<file path="config.mk">
export PLATFORM = sky130hd
export DESIGN_NAME = dil_latch
export DESIGN_NICKNAME = d
export VERILOG_FILES = /design/src/dil_pkg.sv /design/src/dil_latch.sv /design/src/dil_buf.sv
export SDC_FILE = /design/constraint.sdc
export NUM_CORES = 1
export LEC_CHECK = 0
export ABC_AREA = 1
export BUFFER_PORTS_ARGS = -buffer_cell sky130_fd_sc_hd__buf_2
export CAP_MARGIN = 20
export CORE_MARGIN = 4
export CORE_UTILIZATION = 57
export DETAILED_ROUTE_END_ITERATION = 12
export GPL_ROUTABILITY_DRIVEN = 0
export GPL_TIMING_DRIVEN = 0
export HOLD_SLACK_MARGIN = 0.06
export PLACE_DENSITY = 0.87
export SETUP_SLACK_MARGIN = 0.5
export SYNTH_ARGS = -nofsm -noshare
export SYNTH_HDL_FRONTEND = slang
export SYNTH_HIERARCHICAL = 1
export SYNTH_SLANG_ARGS = --single-unit
</file>
<file path="constraint.sdc">
create_clock -name ref_clk_i -period 1.9 [get_ports ref_clk_i]
set_clock_uncertainty 0.05 [all_clocks]
set_input_delay 0.38 -clock ref_clk_i [delete_from_list [all_inputs] [get_ports ref_clk_i]]
set_output_delay 0.38 -clock ref_clk_i [all_outputs]
set_load 0.005 [all_outputs]
</file>
<file path="src/dil_pkg.sv">
// ============================================================
// shared constants and types for the converter input latch
package dil_pkg;

  // ============================================================
  // data word layout
  localparam int          DIL_DATA_W   = 10;         // sample word width
  localparam logic [9:0]  DIL_CODE_MAX = 10'h3ff;    // full-scale code
  localparam logic [9:0]  DIL_CODE_RST = 10'h000;    // code after reset
  localparam int          DIL_BUF_DEPTH = 2;         // staging entries

  // ============================================================
  // timing
  localparam int DIL_CLK_MHZ       = 100;            // ref clock rate
  localparam int DIL_MAX_RATE_MSPS = 165;            // top update rate
  localparam int DIL_PD_TIME_NS    = 50;             // power-down, longest
  localparam int DIL_PU_TIME_US    = 5;              // power-up wait
  // longest time rounds down, never below one cycle
  localparam int DIL_PD_CYC = (DIL_PD_TIME_NS * DIL_CLK_MHZ / 1000 < 1) ?
                              1 : DIL_PD_TIME_NS * DIL_CLK_MHZ / 1000;
  // least wait rounds up
  localparam int DIL_PU_CYC = DIL_PU_TIME_US * DIL_CLK_MHZ;

  // ============================================================
  // types
  typedef logic [DIL_DATA_W-1:0] dil_code_t;         // unsigned code

  typedef struct packed {
    dil_code_t primary;                              // primary share
    dil_code_t complement;                           // remainder share
  } dil_word_t;

  typedef enum logic [1:0] {
    st_run,
    st_sleep,
    st_wake
  } dil_state_t;

  // complementary share of full scale
  function automatic dil_code_t dil_compl(input dil_code_t code);
    return DIL_CODE_MAX - code;
  endfunction

endpackage

</file>
<file path="src/dil_latch.sv">
`timescale 1ns/10ps
// ============================================================
// input latch, code driver and sleep control of the converter
//
// Function
// - accept ten-bit unsigned word plus clock
// - all ones gives full scale, complement remainder
// - latch input, update only on rising edge
// - run correctly up to 165 MSPS
// - sleep high powers down, current off
// - sleep pulled low keeps converter enabled
// - power down within 50 ns, up 5 us
// - code range 0 to 1023 inclusive
module dil_latch
  import dil_pkg::*;
#(
  parameter int PU_CYCLES = DIL_PU_CYC,              // power-up wait
  parameter int BUF_DEPTH = DIL_BUF_DEPTH            // staging entries
) (
  input  wire logic            ref_clk_i,
  input  wire logic            nrst_i,
  input  wire logic            smp_valid_i,          // sample offered
  output logic                 smp_ready_o,          // sample accepted
  input  wire dil_code_t       smp_data_i,           // sample code
  input  wire logic            sleep_i,              // power-down request
  input  wire logic            conv_ready_i,         // converter can take
  output dil_word_t            dac_word_o,           // shares to outputs
  output logic                 current_on_o,         // output current on
  output logic                 code_valid_o,         // code may be used
  output logic                 asleep_o              // powered down
);

  // counter wide enough to hold the full wait
  localparam int CNT_W  = $clog2(PU_CYCLES + 1);
  // power-down bound in cycles, used by the checks only
  localparam int PD_MAX = DIL_PD_CYC;                // assertion bound

  // ============================================================
  // elaboration checks
  if (DIL_CLK_MHZ > DIL_MAX_RATE_MSPS) begin : g_rate
    $error("dil_latch: clock above top update rate");
  end
  if (PU_CYCLES < 1) begin : g_pu
    $error("dil_latch: power-up wait must be at least one cycle");
  end

  typedef struct packed {
    dil_state_t       st;                            // power state
    logic [CNT_W-1:0] cnt;                           // power-up counter
    dil_word_t        word;                          // held code pair
    logic             loaded;                        // a code was taken
    logic             on;                            // current enabled
  } dil_ctl_st_t;

  dil_ctl_st_t q;                                    // registered state
  dil_ctl_st_t d;                                    // next state
  logic        buf_valid;                            // staged word ready
  logic        buf_take;                             // latch takes word
  dil_code_t   buf_data;                             // staged word

  // ============================================================
  // staging buffer: a stalled converter back-pressures the source
  dil_buf #(
    .W     (DIL_DATA_W),
    .DEPTH (BUF_DEPTH)
  ) u_buf (
    .ref_clk_i   (ref_clk_i),
    .nrst_i      (nrst_i),
    .in_valid_i  (smp_valid_i),
    .in_ready_o  (smp_ready_o),
    .in_data_i   (smp_data_i),
    .out_valid_o (buf_valid),
    .out_ready_i (buf_take),
    .out_data_o  (buf_data)
  );

  // only a running converter with room takes a word
  assign buf_take = buf_valid && conv_ready_i && (q.st == st_run);

  // word and current straight from flops; asleep_o and code_valid_o decoded from them
  assign dac_word_o   = q.word;
  assign current_on_o = q.on;
  assign asleep_o     = (q.st == st_sleep);
  assign code_valid_o = (q.st == st_run) && q.loaded;

  // ============================================================
  // next state
  always_comb begin
    d = q;
    // master side: new word moves to the slave on the edge
    if (buf_take) begin
      d.word.primary    = buf_data;
      d.word.complement = dil_compl(buf_data);
      d.loaded          = 1'b1;
    end
    case (q.st)
      st_run: begin
        // only a high level sleeps; low keeps running
        if (sleep_i) begin
          d.st = st_sleep;
          d.on = 1'b0;
        end
      end
      st_sleep: begin
        // current stays off until the request drops
        d.on = 1'b0;
        if (!sleep_i) begin
          d.st  = st_wake;
          d.cnt = '0;
          d.on  = 1'b1;
        end
      end
      st_wake: begin
        // code treated invalid until the wait has run out
        if (sleep_i) begin
          d.st = st_sleep;
          d.on = 1'b0;
        end else if (q.cnt == CNT_W'(PU_CYCLES - 1)) begin
          d.st = st_run;
        end else begin
          d.cnt = CNT_W'(q.cnt + 1'b1);
        end
      end
      default: begin
        d.st = st_sleep;
        d.on = 1'b0;
      end
    endcase
  end

  // ============================================================
  // state register
  always_ff @(posedge ref_clk_i or negedge nrst_i) begin
    if (!nrst_i) begin
      // reset comes up running, with no power-up wait
      q.st                <= st_run;
      q.cnt               <= '0;
      q.word.primary      <= DIL_CODE_RST;
      q.word.complement   <= DIL_CODE_MAX;
      q.loaded            <= 1'b0;
      q.on                <= 1'b1;
    end else begin
      q <= d;
    end
  end

  // ============================================================
  // checks
  a_code_update: assert property (@(posedge ref_clk_i)
    disable iff (!nrst_i) buf_take |=>
    dac_word_o.primary == $past(buf_data))
    else $error("taken word not on the output");
  a_code_hold: assert property (@(posedge ref_clk_i)
    disable iff (!nrst_i) !buf_take |=> $stable(dac_word_o))
    else $error("output code changed without a take");
  a_share_sum: assert property (@(posedge ref_clk_i)
    disable iff (!nrst_i)
    ({1'b0, dac_word_o.primary} + {1'b0, dac_word_o.complement})
    == {1'b0, DIL_CODE_MAX})
    else $error("shares do not add to full scale");
  a_full_scale: assert property (@(posedge ref_clk_i)
    disable iff (!nrst_i) dac_word_o.primary == DIL_CODE_MAX |->
    dac_word_o.complement == '0)
    else $error("full-scale code leaves complement current");
  a_pd_entry: assert property (@(posedge ref_clk_i)
    disable iff (!nrst_i) (sleep_i && q.st != st_sleep) |=>
    (!current_on_o && asleep_o))
    else $error("sleep request did not power down");
  a_pd_time: assert property (@(posedge ref_clk_i)
    disable iff (!nrst_i) $rose(sleep_i) |-> ##[1:PD_MAX] !current_on_o)
    else $error("power-down slower than allowed");
  a_wake_hold: assert property (@(posedge ref_clk_i)
    disable iff (!nrst_i) (q.st == st_wake) |-> !code_valid_o)
    else $error("code valid during power-up wait");
  a_wake_end: assert property (@(posedge ref_clk_i)
    disable iff (!nrst_i)
    (q.st == st_wake && !sleep_i && q.cnt == CNT_W'(PU_CYCLES - 1))
    |=> (q.st == st_run && current_on_o))
    else $error("power-up did not finish on time");
  a_sleep_off: assert property (@(posedge ref_clk_i)
    disable iff (!nrst_i) asleep_o |-> (!current_on_o && !code_valid_o))
    else $error("current on while asleep");
  a_low_runs: assert property (@(posedge ref_clk_i)
    disable iff (!nrst_i) (q.st == st_run && !sleep_i) |=> !asleep_o)
    else $error("powered down without a request");

  // ============================================================
  // power-state and share checks

  // no take may move the held code outside the run state
  a_sleep_hold: assert property (@(posedge ref_clk_i)
    disable iff (!nrst_i) (q.st != st_run) |=> $stable(dac_word_o))
    else $error("held code moved outside the run state");

  // a converter outside the run state leaves staged words in the buffer
  a_stall_keeps: assert property (@(posedge ref_clk_i)
    disable iff (!nrst_i) (q.st != st_run && buf_valid) |=> buf_valid)
    else $error("staged word lost while not running");

  // dropping the request starts the wait from zero
  a_wake_start: assert property (@(posedge ref_clk_i)
    disable iff (!nrst_i) (asleep_o && !sleep_i) |=>
    (q.st == st_wake && q.cnt == '0 && current_on_o && !asleep_o))
    else $error("power-up wait did not start");

  // the wait counter never passes its last value
  a_wait_range: assert property (@(posedge ref_clk_i)
    disable iff (!nrst_i) (q.st == st_wake) |->
    (q.cnt < CNT_W'(PU_CYCLES)))
    else $error("power-up counter ran past its end");

  // a code only turns valid with a held code and current on
  a_valid_loaded: assert property (@(posedge ref_clk_i)
    disable iff (!nrst_i) $rose(code_valid_o) |->
    (q.loaded && !asleep_o && current_on_o))
    else $error("code marked valid without a held code");

  // both shares move together, never one alone
  a_pair_change: assert property (@(posedge ref_clk_i)
    disable iff (!nrst_i) $changed(dac_word_o.primary) |->
    $changed(dac_word_o.complement))
    else $error("shares changed apart");

  c_full_scale: cover property (@(posedge ref_clk_i)
    disable iff (!nrst_i) buf_take && buf_data == DIL_CODE_MAX);
  c_wake_done: cover property (@(posedge ref_clk_i)
    disable iff (!nrst_i) q.st == st_wake ##1 q.st == st_run);
  c_stall: cover property (@(posedge ref_clk_i)
    disable iff (!nrst_i) smp_valid_i && !smp_ready_o);
  c_back2back: cover property (@(posedge ref_clk_i)
    disable iff (!nrst_i) buf_take [*3]);

endmodule // dil_latch

</file>
<file path="src/dil_buf.sv">
`timescale 1ns/10ps
// ============================================================
// small staging fifo with valid/ready on both sides
module dil_buf
  import dil_pkg::*;
#(
  parameter int W     = DIL_DATA_W,                  // entry width
  parameter int DEPTH = DIL_BUF_DEPTH                // entry count
) (
  input  wire logic         ref_clk_i,
  input  wire logic         nrst_i,
  input  wire logic         in_valid_i,
  output logic              in_ready_o,
  input  wire logic [W-1:0] in_data_i,
  output logic              out_valid_o,
  input  wire logic         out_ready_i,
  output logic [W-1:0]      out_data_o
);

  localparam int PW = (DEPTH > 1) ? $clog2(DEPTH) : 1;
  localparam int CW = $clog2(DEPTH + 1);

  // ============================================================
  // elaboration checks
  if (DEPTH < 2 || (DEPTH & (DEPTH - 1)) != 0 || W < 1) begin : g_chk
    $error("dil_buf: depth must be a power of two of at least 2");
  end

  typedef struct packed {
    logic [DEPTH-1:0][W-1:0] mem;                    // entry storage
    logic [PW-1:0]           wp;                     // write pointer
    logic [PW-1:0]           rp;                     // read pointer
    logic [CW-1:0]           cnt;                    // fill level
  } dil_buf_st_t;

  dil_buf_st_t q;                                    // registered state
  dil_buf_st_t d;                                    // next state
  logic        push;                                 // word accepted
  logic        pop;                                  // word delivered

  // honest full and empty
  assign in_ready_o  = (q.cnt != CW'(DEPTH));
  assign out_valid_o = (q.cnt != '0);
  assign out_data_o  = q.mem[q.rp];
  assign push        = in_valid_i && in_ready_o;
  assign pop         = out_valid_o && out_ready_i;

  // ============================================================
  // next state
  always_comb begin
    d = q;
    if (push) begin
      d.mem[q.wp] = in_data_i;
      d.wp        = PW'(q.wp + 1'b1);
    end
    if (pop) begin
      d.rp = PW'(q.rp + 1'b1);
    end
    case ({push, pop})
      2'b10:   d.cnt = CW'(q.cnt + 1'b1);            // fill
      2'b01:   d.cnt = CW'(q.cnt - 1'b1);            // drain
      default: d.cnt = q.cnt;                        // both or none
    endcase
  end

  // ============================================================
  // state register
  always_ff @(posedge ref_clk_i or negedge nrst_i) begin
    if (!nrst_i) begin
      q <= '0;
    end else begin
      q <= d;
    end
  end

  // ============================================================
  // checks
  a_buf_no_overflow: assert property (@(posedge ref_clk_i)
    disable iff (!nrst_i) q.cnt <= CW'(DEPTH))
    else $error("buffer fill level above depth");
  a_buf_order: assert property (@(posedge ref_clk_i)
    disable iff (!nrst_i) (q.cnt == '0 && push) |=>
    (out_valid_o && out_data_o == $past(in_data_i)))
    else $error("buffer lost first word");
  c_buf_full: cover property (@(posedge ref_clk_i)
    disable iff (!nrst_i) !in_ready_o ##1 pop);

endmodule // dil_buf

</file>
# After elaboration in Yosys (flattened, before gate mapping)
# Cells that the tools add are included.
word_totals:
  ff_bits: 57
  latchBits: 0
  mem_bits_rw: 0
  mem_bits_ro: 0
  output_inout_bits: 24
  n_memories: 0
classes:
  n_addsub: 6
  multipliers: 0
  div: 0
  n_lt_le_gt_ge: 3
  eq_ne: 12
  shift: 0
  muxes: 17
  bitwise: 0
  n_reduce_logical: 13
op_table:
  columns: ["op", "n"]
  rows:
  - ["10-bit two-way mux", 3]
  - ["20-bit bitwise mux", 1]
  - ["9-bit two-way mux", 2]
  - ["9-bit one-hot mux with 2 select lines", 1]
  - ["11-bit two-way mux", 1]
  - ["10-bit demux with 1-bit select", 1]
  - ["2-bit != test, second input constant", 5]
  - ["10-bit subtractor, first input constant", 1]
  - ["9-bit by 1-bit adder with 9-bit output, second input constant", 1]
  - ["9-bit == test, second input constant", 1]
  - ["1-bit logical AND", 6]
  - ["2-bit two-way mux", 3]
  - ["2-bit one-hot mux with 3 select lines", 1]
  - ["2-bit nonzero test", 3]
  - ["2-bit by 1-bit == test with 1-bit output, second input constant", 2]
  - ["2-bit == test, second input constant", 2]
  - ["1-bit by 2-bit < comparator with 1-bit output, second input constant", 2]
  - ["2-bit one-hot mux with 2 select lines", 1]
  - ["4-bit AND reduction", 1]
  - ["3-bit != test, second input constant", 1]
  - ["3-bit AND reduction", 1]
  - ["1-bit adder, second input constant", 2]
  - ["2-bit by 1-bit adder with 2-bit output, second input constant", 1]
  - ["2-bit zero test", 1]
  - ["6 further kinds", 7]

# Longest topological paths before layout
# Gate-level depths: netlist of run 1.
depth:
  depth_word: 6
  mapped_depth: 13
  mapped_depth_nobuf: 12

# By module
# The synthesis of run 1 kept the hierarchy.
by_module_without_submodules:
  columns: ["mod", "n_inst", "cells_each", "area_per_inst_um2", "seq_area_each_um2"]
  rows:
  - ["dil_latch", 1, 189, 1647.8, 839.6]
  - ["dil_buf", 1, 149, 1212.4, 600.6]

# Least setup slack after synthesis of run 1
# No wires, ideal clock.
synth_timing:
  path_type: "register to register"
  start: "reg u_buf/q[0] in the netlist's numbering"
  end: "reg u_buf/q[1] in the netlist's numbering"
  setup_time_ps: 117
  arrival_ps: 1520
  path_slack_ps: 213
  stages_incl_launch_ff: 13
  path_cell_list: "dfrtp_1 inv_2 nand2_1 nand3_2 buf_6 inv_2 nand2_1 inv_1 ha_1 inv_1 nand3_1 nand2_1 nand2_1"
synth_between:
  elab_chain_cells: 6
  word_cells_on_any_way: 12
synth_rtl:
  columns: ["item", "line", "source"]
  rows:
  - ["start, declared", "dil_buf.sv:36", "dil_buf_st_t q;"]
  - ["2-bit nonzero test (*)", "dil_buf.sv:43", "assign out_valid_o = (q.cnt != '0);"]
  - ["via buf_valid", "dil_latch.sv:57", "logic buf_valid;"]
  - ["1-bit logical AND (*) (2 in series)", "dil_latch.sv:78", "assign buf_take = buf_valid && conv_ready_i && (q.st == st_run);"]
  - ["via buf_take", "dil_latch.sv:58", "logic buf_take;"]
  - ["1-bit logical AND (*)", "dil_buf.sv:46", "assign pop = out_valid_o && out_ready_i;"]
  - ["via u_buf.pop", "dil_buf.sv:39", "logic pop;"]
  - ["2-bit by 1-bit == test with 1-bit output / 2-bit == test (equally long branches)", "dil_buf.sv:59", "case ({push, pop})"]
  - ["2-bit one-hot mux with 2 select lines / 2-bit nonzero test (equally long branches)", null, null]
# Mark *: on every way through the listed nets, which the timed path passes. The rest lies on a longest branch.
# A chain may end at the register's enable or synchronous reset.

==> results of run 1 <==
[through the flow]
step / area (um^2) / hold slack (ns) / utilization / std cells / setup WS, ns
6_report: 3960 / 0.263 / 0.828 / 496 / 0.277
5_1_grt: 3960 / 0.275 / 0.828 / 496 / 0.229
4_1_cts: 3680 / 0.256 / 0.769 / 479 / 0.324
3_5_place_dp: 3200 / 0.299 / 0.669 / 444 / 0.218
3_3_place_gp: 3180 / 0.390 / 0.665 / 443 / 0.297
2_1_floorplan: 2910 / 0.0344 / - / 338 / 0.391
[synthesized netlist by cell type]
master    count
dfstp_2      11
nand3_4       1
clkbuf_8      1
mux2_2        2
xnor2_1       3
nand3_1      13
nand2_1     145
inv_1        18
nor2_1       12
nand2_2       3
nor2_4        1
ha_1          2
dfrtp_1      46
nand3_2       2
clkbuf_4      1
xor2_1        1
nor2_2        2
nand4_1      22
mux2_4        2
buf_4        22
o21ai_1       2
inv_2         2
buf_6         4
buf_2         4
nand2_4       3
nor3_1        2
o21ai_0      11
[cells by family after synthesis]
group / Yosys count / share of synthesized area
simple gates: 206 / 0.320
flops: 57 / 0.503
buf+inv: 52 / 0.114
compound gates: 13 / 0.0227
xor+xnor: 4 / 0.0123
mux: 4 / 0.0184
fa+ha+maj: 2 / 0.00875
[flip-flops by register name, summed over array words and instances, names as in the netlist]
signal	flops
q	12
current_on_o	1
dac_word_o	20
u_buf/q	24
[worst paths after layout]
check | from | endpoint | depth (start not counted)
worst max-delay path | q[32]$_DFFE_PN0P_ | code_valid_o | 2
worst min-delay path | smp_data_i[1] | u_buf/q[15]$_DFFE_PN0P_ | 3
worst max register to register | q[31]$_DFFE_PN0P_ | dac_word_o[0]$_DFFE_PN1P_ | 8
worst min register to register | u_buf/q[14]$_DFFE_PN0P_ | u_buf/q[14]$_DFFE_PN0P_ | 2
max in group asynchronous | nrst_i | current_on_o$_DFFE_PN1P_ | 3
min in group asynchronous | nrst_i | dac_word_o[10]$_DFFE_PN0P_ | 2
[metal layers]
metal  global-route usage  vias to the layer above  wire length, um
met5                    0                        -                0
met4                0.120                        0              391
met3               0.0839                       51              686
met2                0.392                      173             4300
met1                0.319                     1329             3340
li1                     -                     1227                -
[power by group through the flow]
stage | clock network, W | registers (W) | logic [W]
3_3_place_gp | 0 | 0.00204 | 0.00180
2_1_floorplan | 0 | 0.00197 | 0.00138
5_1_grt | 0.00120 | 0.00218 | 0.00309
4_1_cts | 0.00111 | 0.00205 | 0.00237
3_5_place_dp | 0 | 0.00206 | 0.00188
6_report | 0.00112 | 0.00214 | 0.00286
[critical path: cells and delay by family, from the launching register on]
family / cells / cell delay (ns)
DFF: 1 / 0.46
and+or+nand+nor: 1 / 0.25
buffers and inverters: 1 / 0.16
[cell type report]
| type | instances | area (um^2) | area share |
|---|---|---|---|
| repair buffers | 75 | 633 | 0.160 |
| flip-flops and latches | 57 | 1440 | 0.364 |
| clock inverters | 3 | 40.0 | 0.0101 |
| plain buffers | 32 | 332 | 0.0837 |
| well taps | 67 | 83.8 | 0.0212 |
| inverters | 20 | 82.6 | 0.0208 |
| multi-input cells | 229 | 1200 | 0.302 |
| clock buffers | 13 | 149 | 0.0376 |
[timing repair]
action,4_1_cts,5_1_grt
buffers inserted,18,17
gates resized for setup,31,37
pin swaps,4,8
hold endpoints to repair,13,0
hold buffers,1,0
setup endpoints to repair,28,39
==> flow_summary.toml, run 1 <==
[status]
status = "completed"

[layout]
n_antenna_cell = 0
final_cell_mix = "141 x nand2_1, 47 x buf_6, 43 x dfrtp_1, 33 x buf_4, 22 x nand4_1"
layout_commonest_cell = "nand2_1"
area_growth_pct = 38.5
drive_gt1_frac = 0.392
fill_cells = 281
fin_nets = 441

[global_routing]
antenna_found_initial = 0
grt_pass1_vias = 2603
grt.overflow.total = 0
grt_start_max_net_pins = 41
grt_usage = 0.252
grt_pass1_wl_mm = 12.1

[floorplan]
rows = 25
die_h_um = 78.8
die_w_um = 78.8
core-area_um2 = 4790
die-area_um2 = 6210
ios = 39
start_util = 0.598

[clocking]
cts_tree = "yes"
htree_levels = 3
cts_buffer_depth = 2
insertion_delay_ns = 0.33
cts.clk_slew.worst_paths_ns = 0.06
numCtsBuffers = 9
cts_sinks = 57
cts-root-buf = "clkbuf_8"

[timing]
fin_crit_sh = 0.854
drv_slew = 0
slew_headroom = 0.704
worstMarginPinSlew_ns = 0.444
rsz0062_at_grt = "yes"
tns_ns = 0
min_period_ns = 1.62
hold_violations = 0
fmax_ghz = 0.616
final-setup-viol-count = 0

[pwr]
switchingPower_w = 0.00219
p_int_w = 0.00394
peakVddDrop_uv = 1190
p_leak_nw = 2.06
seqPwrFrac = 0.350
total_power_w = 0.00613
p_sw_frac = 0.357
clkPwrFrac = 0.183
pwr-share-comb = 0.467
power_density_nw_per_um2 = 1550

[synth]
synth_nets = 355
synth_area_leaders = "dfrtp_1 40%, nand2_1 19%, dfstp_2 10%"
yosys_warnings = 6
synthCells = 338
synth_top_area_share = 0.402
syn-cell-area_um2 = 2860
yosys_register_bits = 57
synth_top_area_cell = "dfrtp_1"
ys_seq_area_frac = 0.503
synth.distinct_cells = 27
syn_avg_cell_area_um2 = 8.46

[route]
drcViolationCount = 0
ant_nets = 0
drtPass1Iterations = 5
via_count = 2780
routed_via_density = 5.60
drt_wl_total_mm = 8.72
routedWlPerCell_um = 17.6
first_iter_violations = 376

[flow_run]
maxCapViolCount = 0

[critical_path]
cp_cell_sequence = "nor3_2 > buf_2"
ff2ff_setup_slack_ns = 0.30
slowest_delay_ns = 0.46
path_max_fanout = 4
worstSetupPathType = "register to output port"
cp-end-kind = "output port"
cp-start-kind = "register"
crit_slowest_cell = "dfrtp_2"
cp_data_arrival_time_ns = 1.19
critical_path_required_ns = 1.47

[place]
dp_hpwl_mm = 4.32
io_buffer_count = 38

[min_path]
hp-class = "input pin to register"
No activity file was read; power rests on OpenSTA's default activity.
==> run 2, diff against run 1 <==
- CAP_MARGIN: 20 -> 15
- CORE_UTILIZATION: 57 -> 40
- PLACE_DENSITY: 0.87 -> 0.67
==> run 2 against run 1 <==
- die area grew 38%
- wire length is 25% lower
- critical endpoint unchanged
- sequential share of layout area is 0.47 points higher
- sequential cell count is the same
- first-iteration DRC count shrank 69%
- clock power is 13% lower
- utilization shrank 26 points
- worst setup slack better by 0.013 ns
- critical path depth is 1 higher
- final cell count is 4.2% higher
==> flow_summary.toml, run 2 (synthesis results as in run 1) <==
[status]
status = "completed"

[global_routing]
grt_usage = 0.164
antenna_found_initial = 0
grt_busiest_layer = "met2"
grt_pass1_vias = 2349
globalRouteMet2Util = 0.255
use_met3 = 0.0374
grt.overflow.total = 0
grt_util_met1 = 0.219
grt_pass1_wl_mm = 11.0
grt_start_max_net_pins = 41

[floorplan]
die_w_um = 92.6
core-area_um2 = 6870
ios = 39
die_h_um = 92.6
die-area_um2 = 8570
start_util = 0.416
rows = 30

[critical_path]
cp-end-kind = "output port"
critical_path_required_ns = 1.47
cp_data_arrival_time_ns = 1.18
worstSetupPathType = "register to output port"
startpoint = "q[32]$_DFFE_PN0P_"
cp-start-kind = "register"
r2r-start = "q[31]$_DFFE_PN0P_"
path_max_fanout = 4

[pwr]
clkPwrFrac = 0.169
p_sw_frac = 0.342
p_int_w = 0.00376
peakVddDrop_uv = 742
p_leak_nw = 2.01
total_power_w = 0.00572
switchingPower_w = 0.00196
power_density_nw_per_um2 = 1460
seqPwrFrac = 0.362
pwr-share-comb = 0.469

[layout]
drive_gt1_frac = 0.373
final_cell_mix = "141 x nand2_1, 48 x buf_6, 45 x dfrtp_1, 24 x buf_4, 22 x nand4_1"
fill_cells = 631
fin_nets = 433
largest_register_ffs = 24
area_growth_pct = 36.5
largest-register = "u_buf/q"
fin_area_um2 = 3910
n_antenna_cell = 0
layout.cells.non_filler = 517
multi_input_area_um2 = 1180
final-seq-area_um2 = 1440
layout_commonest_cell = "nand2_1"

[clocking]
numCtsBuffers = 9
cts_sinks = 57
cts.clk_slew.worst_paths_ns = 0.07
cts-root-buf = "clkbuf_8"
htree_levels = 3
cts_tree = "yes"
insertion_delay_ns = 0.33
cts_buffer_depth = 2

[timing]
worstMarginPinSlew_ns = 0.442
final-setup-viol-count = 0
slew_headroom = 0.705
drv_slew = 0
fmax_ghz = 0.621
min_period_ns = 1.61
fin_crit_sh = 0.848
hold_violations = 0
tns_ns = 0
rsz0062_at_grt = "yes"

[route]
ant_nets = 0
drcViolationCount = 0
routedWlPerCell_um = 12.7
first_iter_violations = 115
drtPass1Iterations = 4
via_count = 2403
drt_wl_total_mm = 6.58
routed_via_density = 4.65

[min_path]
hp-class = "input pin to register"
hold_path.startpoint = "smp_data_i[2]"

[place]
io_buffer_count = 38
dp_hpwl_mm = 4.28
post_dp_cell_area_um2 = 3240
dp.cells = 473

[flow_run]
maxCapViolCount = 0
[run 2: path summary, 6_finish.rpt]
path	slack [ns]	endpoint	cells after the start
worst max register to register	0.37	u_buf/q[1]$_DFFE_PN0P_	12
max in group asynchronous	0.71	current_on_o$_DFFE_PN1P_	3
worst max-delay path	0.29	code_valid_o	3
worst min register to register	0.42	u_buf/q[21]$_DFFE_PN0P_	2
worst min-delay path	0.26	u_buf/q[6]$_DFFE_PN0P_	3
min in group asynchronous	0.46	u_buf/q[15]$_DFFE_PN0P_	2
[run 2: layout make-up]
class,instances,share of cell area
repair buffers,67,0.148
well taps,96,0.0308
clock inverters,4,0.00513
plain buffers,32,0.0849
multi-input cells,229,0.303
inverters,20,0.0218
flip-flops and latches,57,0.369
clock buffers,12,0.0372
[run 2: timing repair]
action                                 4_1_cts  5_1_grt
endpoints found under the hold margin       15        0
pin swaps                                    2        3
setup buffers                               19        8
hold buffers                                 1        0
setup endpoints to repair                   33       45
resized for setup                           37       30
[run 2: metrics by stage]
step / setup WS [ns] / hold slack, ns / utilization
floorplan: 0.391 / 0.0344 / -
global placement: 0.247 / 0.404 / 0.468
detailed placement: 0.175 / 0.297 / 0.471
CTS: 0.302 / 0.241 / 0.544
global route: 0.227 / 0.239 / 0.568
finish: 0.289 / 0.257 / 0.568
[run 2: power by group through the flow]
stage / logic [W] / registers, W / clock network (W)
2_1_floorplan: 0.00138 / 0.00197 / 0
3_3_place_gp: 0.00185 / 0.00204 / 0
3_5_place_dp: 0.00190 / 0.00205 / 0
4_1_cts: 0.00243 / 0.00204 / 0.000997
5_1_grt: 0.00296 / 0.00213 / 0.00105
6_report: 0.00268 / 0.00207 / 0.000969
[run 2: metal layers]
metal,up-vias,wire (um)
met2,47,3120
met5,-,0
met4,0,123
met1,1128,3080
li1,1220,-
met3,8,247
[run 2: worst max-delay path: stages (launching register included)]
cell and delay, ns:
dfrtp_1 0.41, buf_6 0.14, nor3_2 0.16, buf_2 0.13
==> run 3, diff against run 2 <==
- PLACE_DENSITY: 0.67 -> 0.69
- clock period: 1.9 -> 1.3 ns (I/O delays scaled with it)
==> run 3 against run 2 <==
- the flow now finishes with violations (hold timing, setup timing)
- total power grew 64%
- final cell count is 4.3% higher
- worst setup slack worse by 0.50 ns
- combinational power up 74%
- global-route usage up 1.6 points
- sequential cell count unchanged
- first-iteration DRC count increased by 100%
- clock power grew 72%
- final area rose by 13%
- utilization is 7.6 points higher
- register-to-register slack got worse by 0.58 ns
- critical path type is now register to register
- critical endpoint is now u_buf/q[1]$_DFFE_PN0P_
==> flow_summary.toml, run 3 (synthesis results as in run 1) <==
[critical_path]
slowest_delay_ns = 0.41
path_max_fanout = 3
cp_cell_sequence = "inv_4 > nand2_4 > nand3_4 > buf_8 > inv_8 > nand2_4 > inv_4 > ha_4 > inv_4 > nand3_2 > nand2_2 > nand2_1"
worst_r2r_endpoint = "u_buf/q[1]$_DFFE_PN0P_"
cp_data_arrival_time_ns = 1.69
critical_path_required_ns = 1.48
path_common_cell = "inv_4"
worstSetupPathType = "register to register"
cp-end-kind = "register"
crit_slowest_cell = "dfrtp_1"
startpoint = "u_buf/q[0]$_DFFE_PN0P_"
ff2ff_setup_slack_ns = -0.21
r2r-start = "u_buf/q[0]$_DFFE_PN0P_"
cp-start-kind = "register"
critPathTopFamily = "flip-flops"
critPathBufInv = 5
ff2ff_path_depth = 12

[clocking]
cts_tree = "yes"
htree_levels = 3
cts-root-buf = "clkbuf_8"
insertion_delay_ns = 0.34
numCtsBuffers = 9
cts_buffer_depth = 2
cts_sinks = 57
cts.clk_slew.worst_paths_ns = 0.07

[timing]
final-setup-viol-count = 62
whs_ns = -0.136
hold_violations = 21
rsz0062_at_grt = "yes"
fin_crit_sh = 1.16
worstMarginPinSlew_ns = 0.580
slew_headroom = 0.614
setup_ws_ns = -0.208
fmax_ghz = 0.663
drv_slew = 0
tns_ns = -4.09
min_period_ns = 1.51

[route]
ant_nets = 0
drtPass1Iterations = 4
routed_via_density = 4.88
via_count = 2633
drcViolationCount = 0
first_iter_violations = 234
routedWlPerCell_um = 14.8
drt_wl_total_mm = 8.00

[floorplan]
die_w_um = 92.6
die_h_um = 92.6
rows = 30
ios = 39
start_util = 0.416
die-area_um2 = 8570
core-area_um2 = 6870

[pwr]
peakVddDrop_uv = 761
power_density_nw_per_um2 = 2120
p_leak_nw = 2.21

[global_routing]
use_met3 = 0.0374
grt_pass1_wl_mm = 12.0
grt_pass1_vias = 2486
grt_util_met1 = 0.238
grt_busiest_layer = "met2"
grt.overflow.total = 0
grt_usage = 0.179
grt_start_max_net_pins = 37
globalRouteMet2Util = 0.285
antenna_found_initial = 0

[layout]
area_growth_pct = 54.8
drive_gt1_frac = 0.521
largest_register_ffs = 24
layout_commonest_cell = "nand2_1"
fill_cells = 518
n_antenna_cell = 0
final_cell_mix = "115 x nand2_1, 57 x buf_6, 40 x dfrtp_1, 32 x buf_4, 25 x nand2_2"
largest-register = "u_buf/q"
layout.cells.non_filler = 539
fin_nets = 455

[flow_run]
maxCapViolCount = 0

[status]
violations = "hold timing, setup timing"
status = "complete, but fails checks"

[place]
dp_hpwl_mm = 4.34
dp.cells = 473
io_buffer_count = 38

[min_path]
hp-class = "input pin to asynchronous set/reset pin"
-- run 3: timing repair --
action,CTS,global route
buffers inserted,27,18
endpoints found under the hold margin,21,21
setup endpoints to repair,79,81
resized for setup,67,70
pin swaps,11,25
cloned,5,0
-- run 3: cell type report --
class | instances | area [um^2] | area share
Sequential cell | 57 | 1450 | 0.327
Multi-Input combinational cell | 232 | 1410 | 0.319
Timing Repair Buffer | 86 | 800 | 0.181
Buffer | 32 | 354 | 0.0800
Clock buffer | 11 | 141 | 0.0319
Tap cell | 96 | 120 | 0.0271
Inverter | 20 | 95.1 | 0.0215
Clock inverter | 5 | 55.1 | 0.0124
-- run 3: how the worst max path moves through the flow --
stage,to,slack (ns),cells after the start
after CTS,u_buf/q[1]$_DFFE_PN0P_,-0.21,11
after floorplan,u_buf/q[1]$_DFFE_PN0P_,-0.21,12
after detailed placement,u_buf/q[1]$_DFFE_PN0P_,-0.39,12
after global placement,u_buf/q[1]$_DFFE_PN0P_,-0.33,11
after global routing,u_buf/q[1]$_DFFE_PN0P_,-0.30,12
final,u_buf/q[1]$_DFFE_PN0P_,-0.21,12
-- run 3: metrics by stage --
step                instance area [um^2]  setup WS (ns)   util  power, W
global route                        4430         -0.301  0.644   0.00996
floorplan                           2980         -0.209      -   0.00507
detailed placement                  3310         -0.387  0.482   0.00595
CTS                                 4060         -0.209  0.591   0.00885
finish                              4430         -0.208  0.644   0.00939
global placement                    3290         -0.329  0.479   0.00584
-- run 3: where the power goes --
part | switching (W) | total (W) | internal (W)
sequential | 0.000507 | 0.00308 | 0.00257
clock | 0.000738 | 0.00167 | 0.000930
combinational | 0.00206 | 0.00465 | 0.00259
-- run 3: routing by layer --
metal / vias to the layer above / routed length [um]
li1: 1265 / -
met1: 1279 / 3420
met2: 78 / 4050
met3: 11 / 405
met4: 0 / 119
met5: - / 0
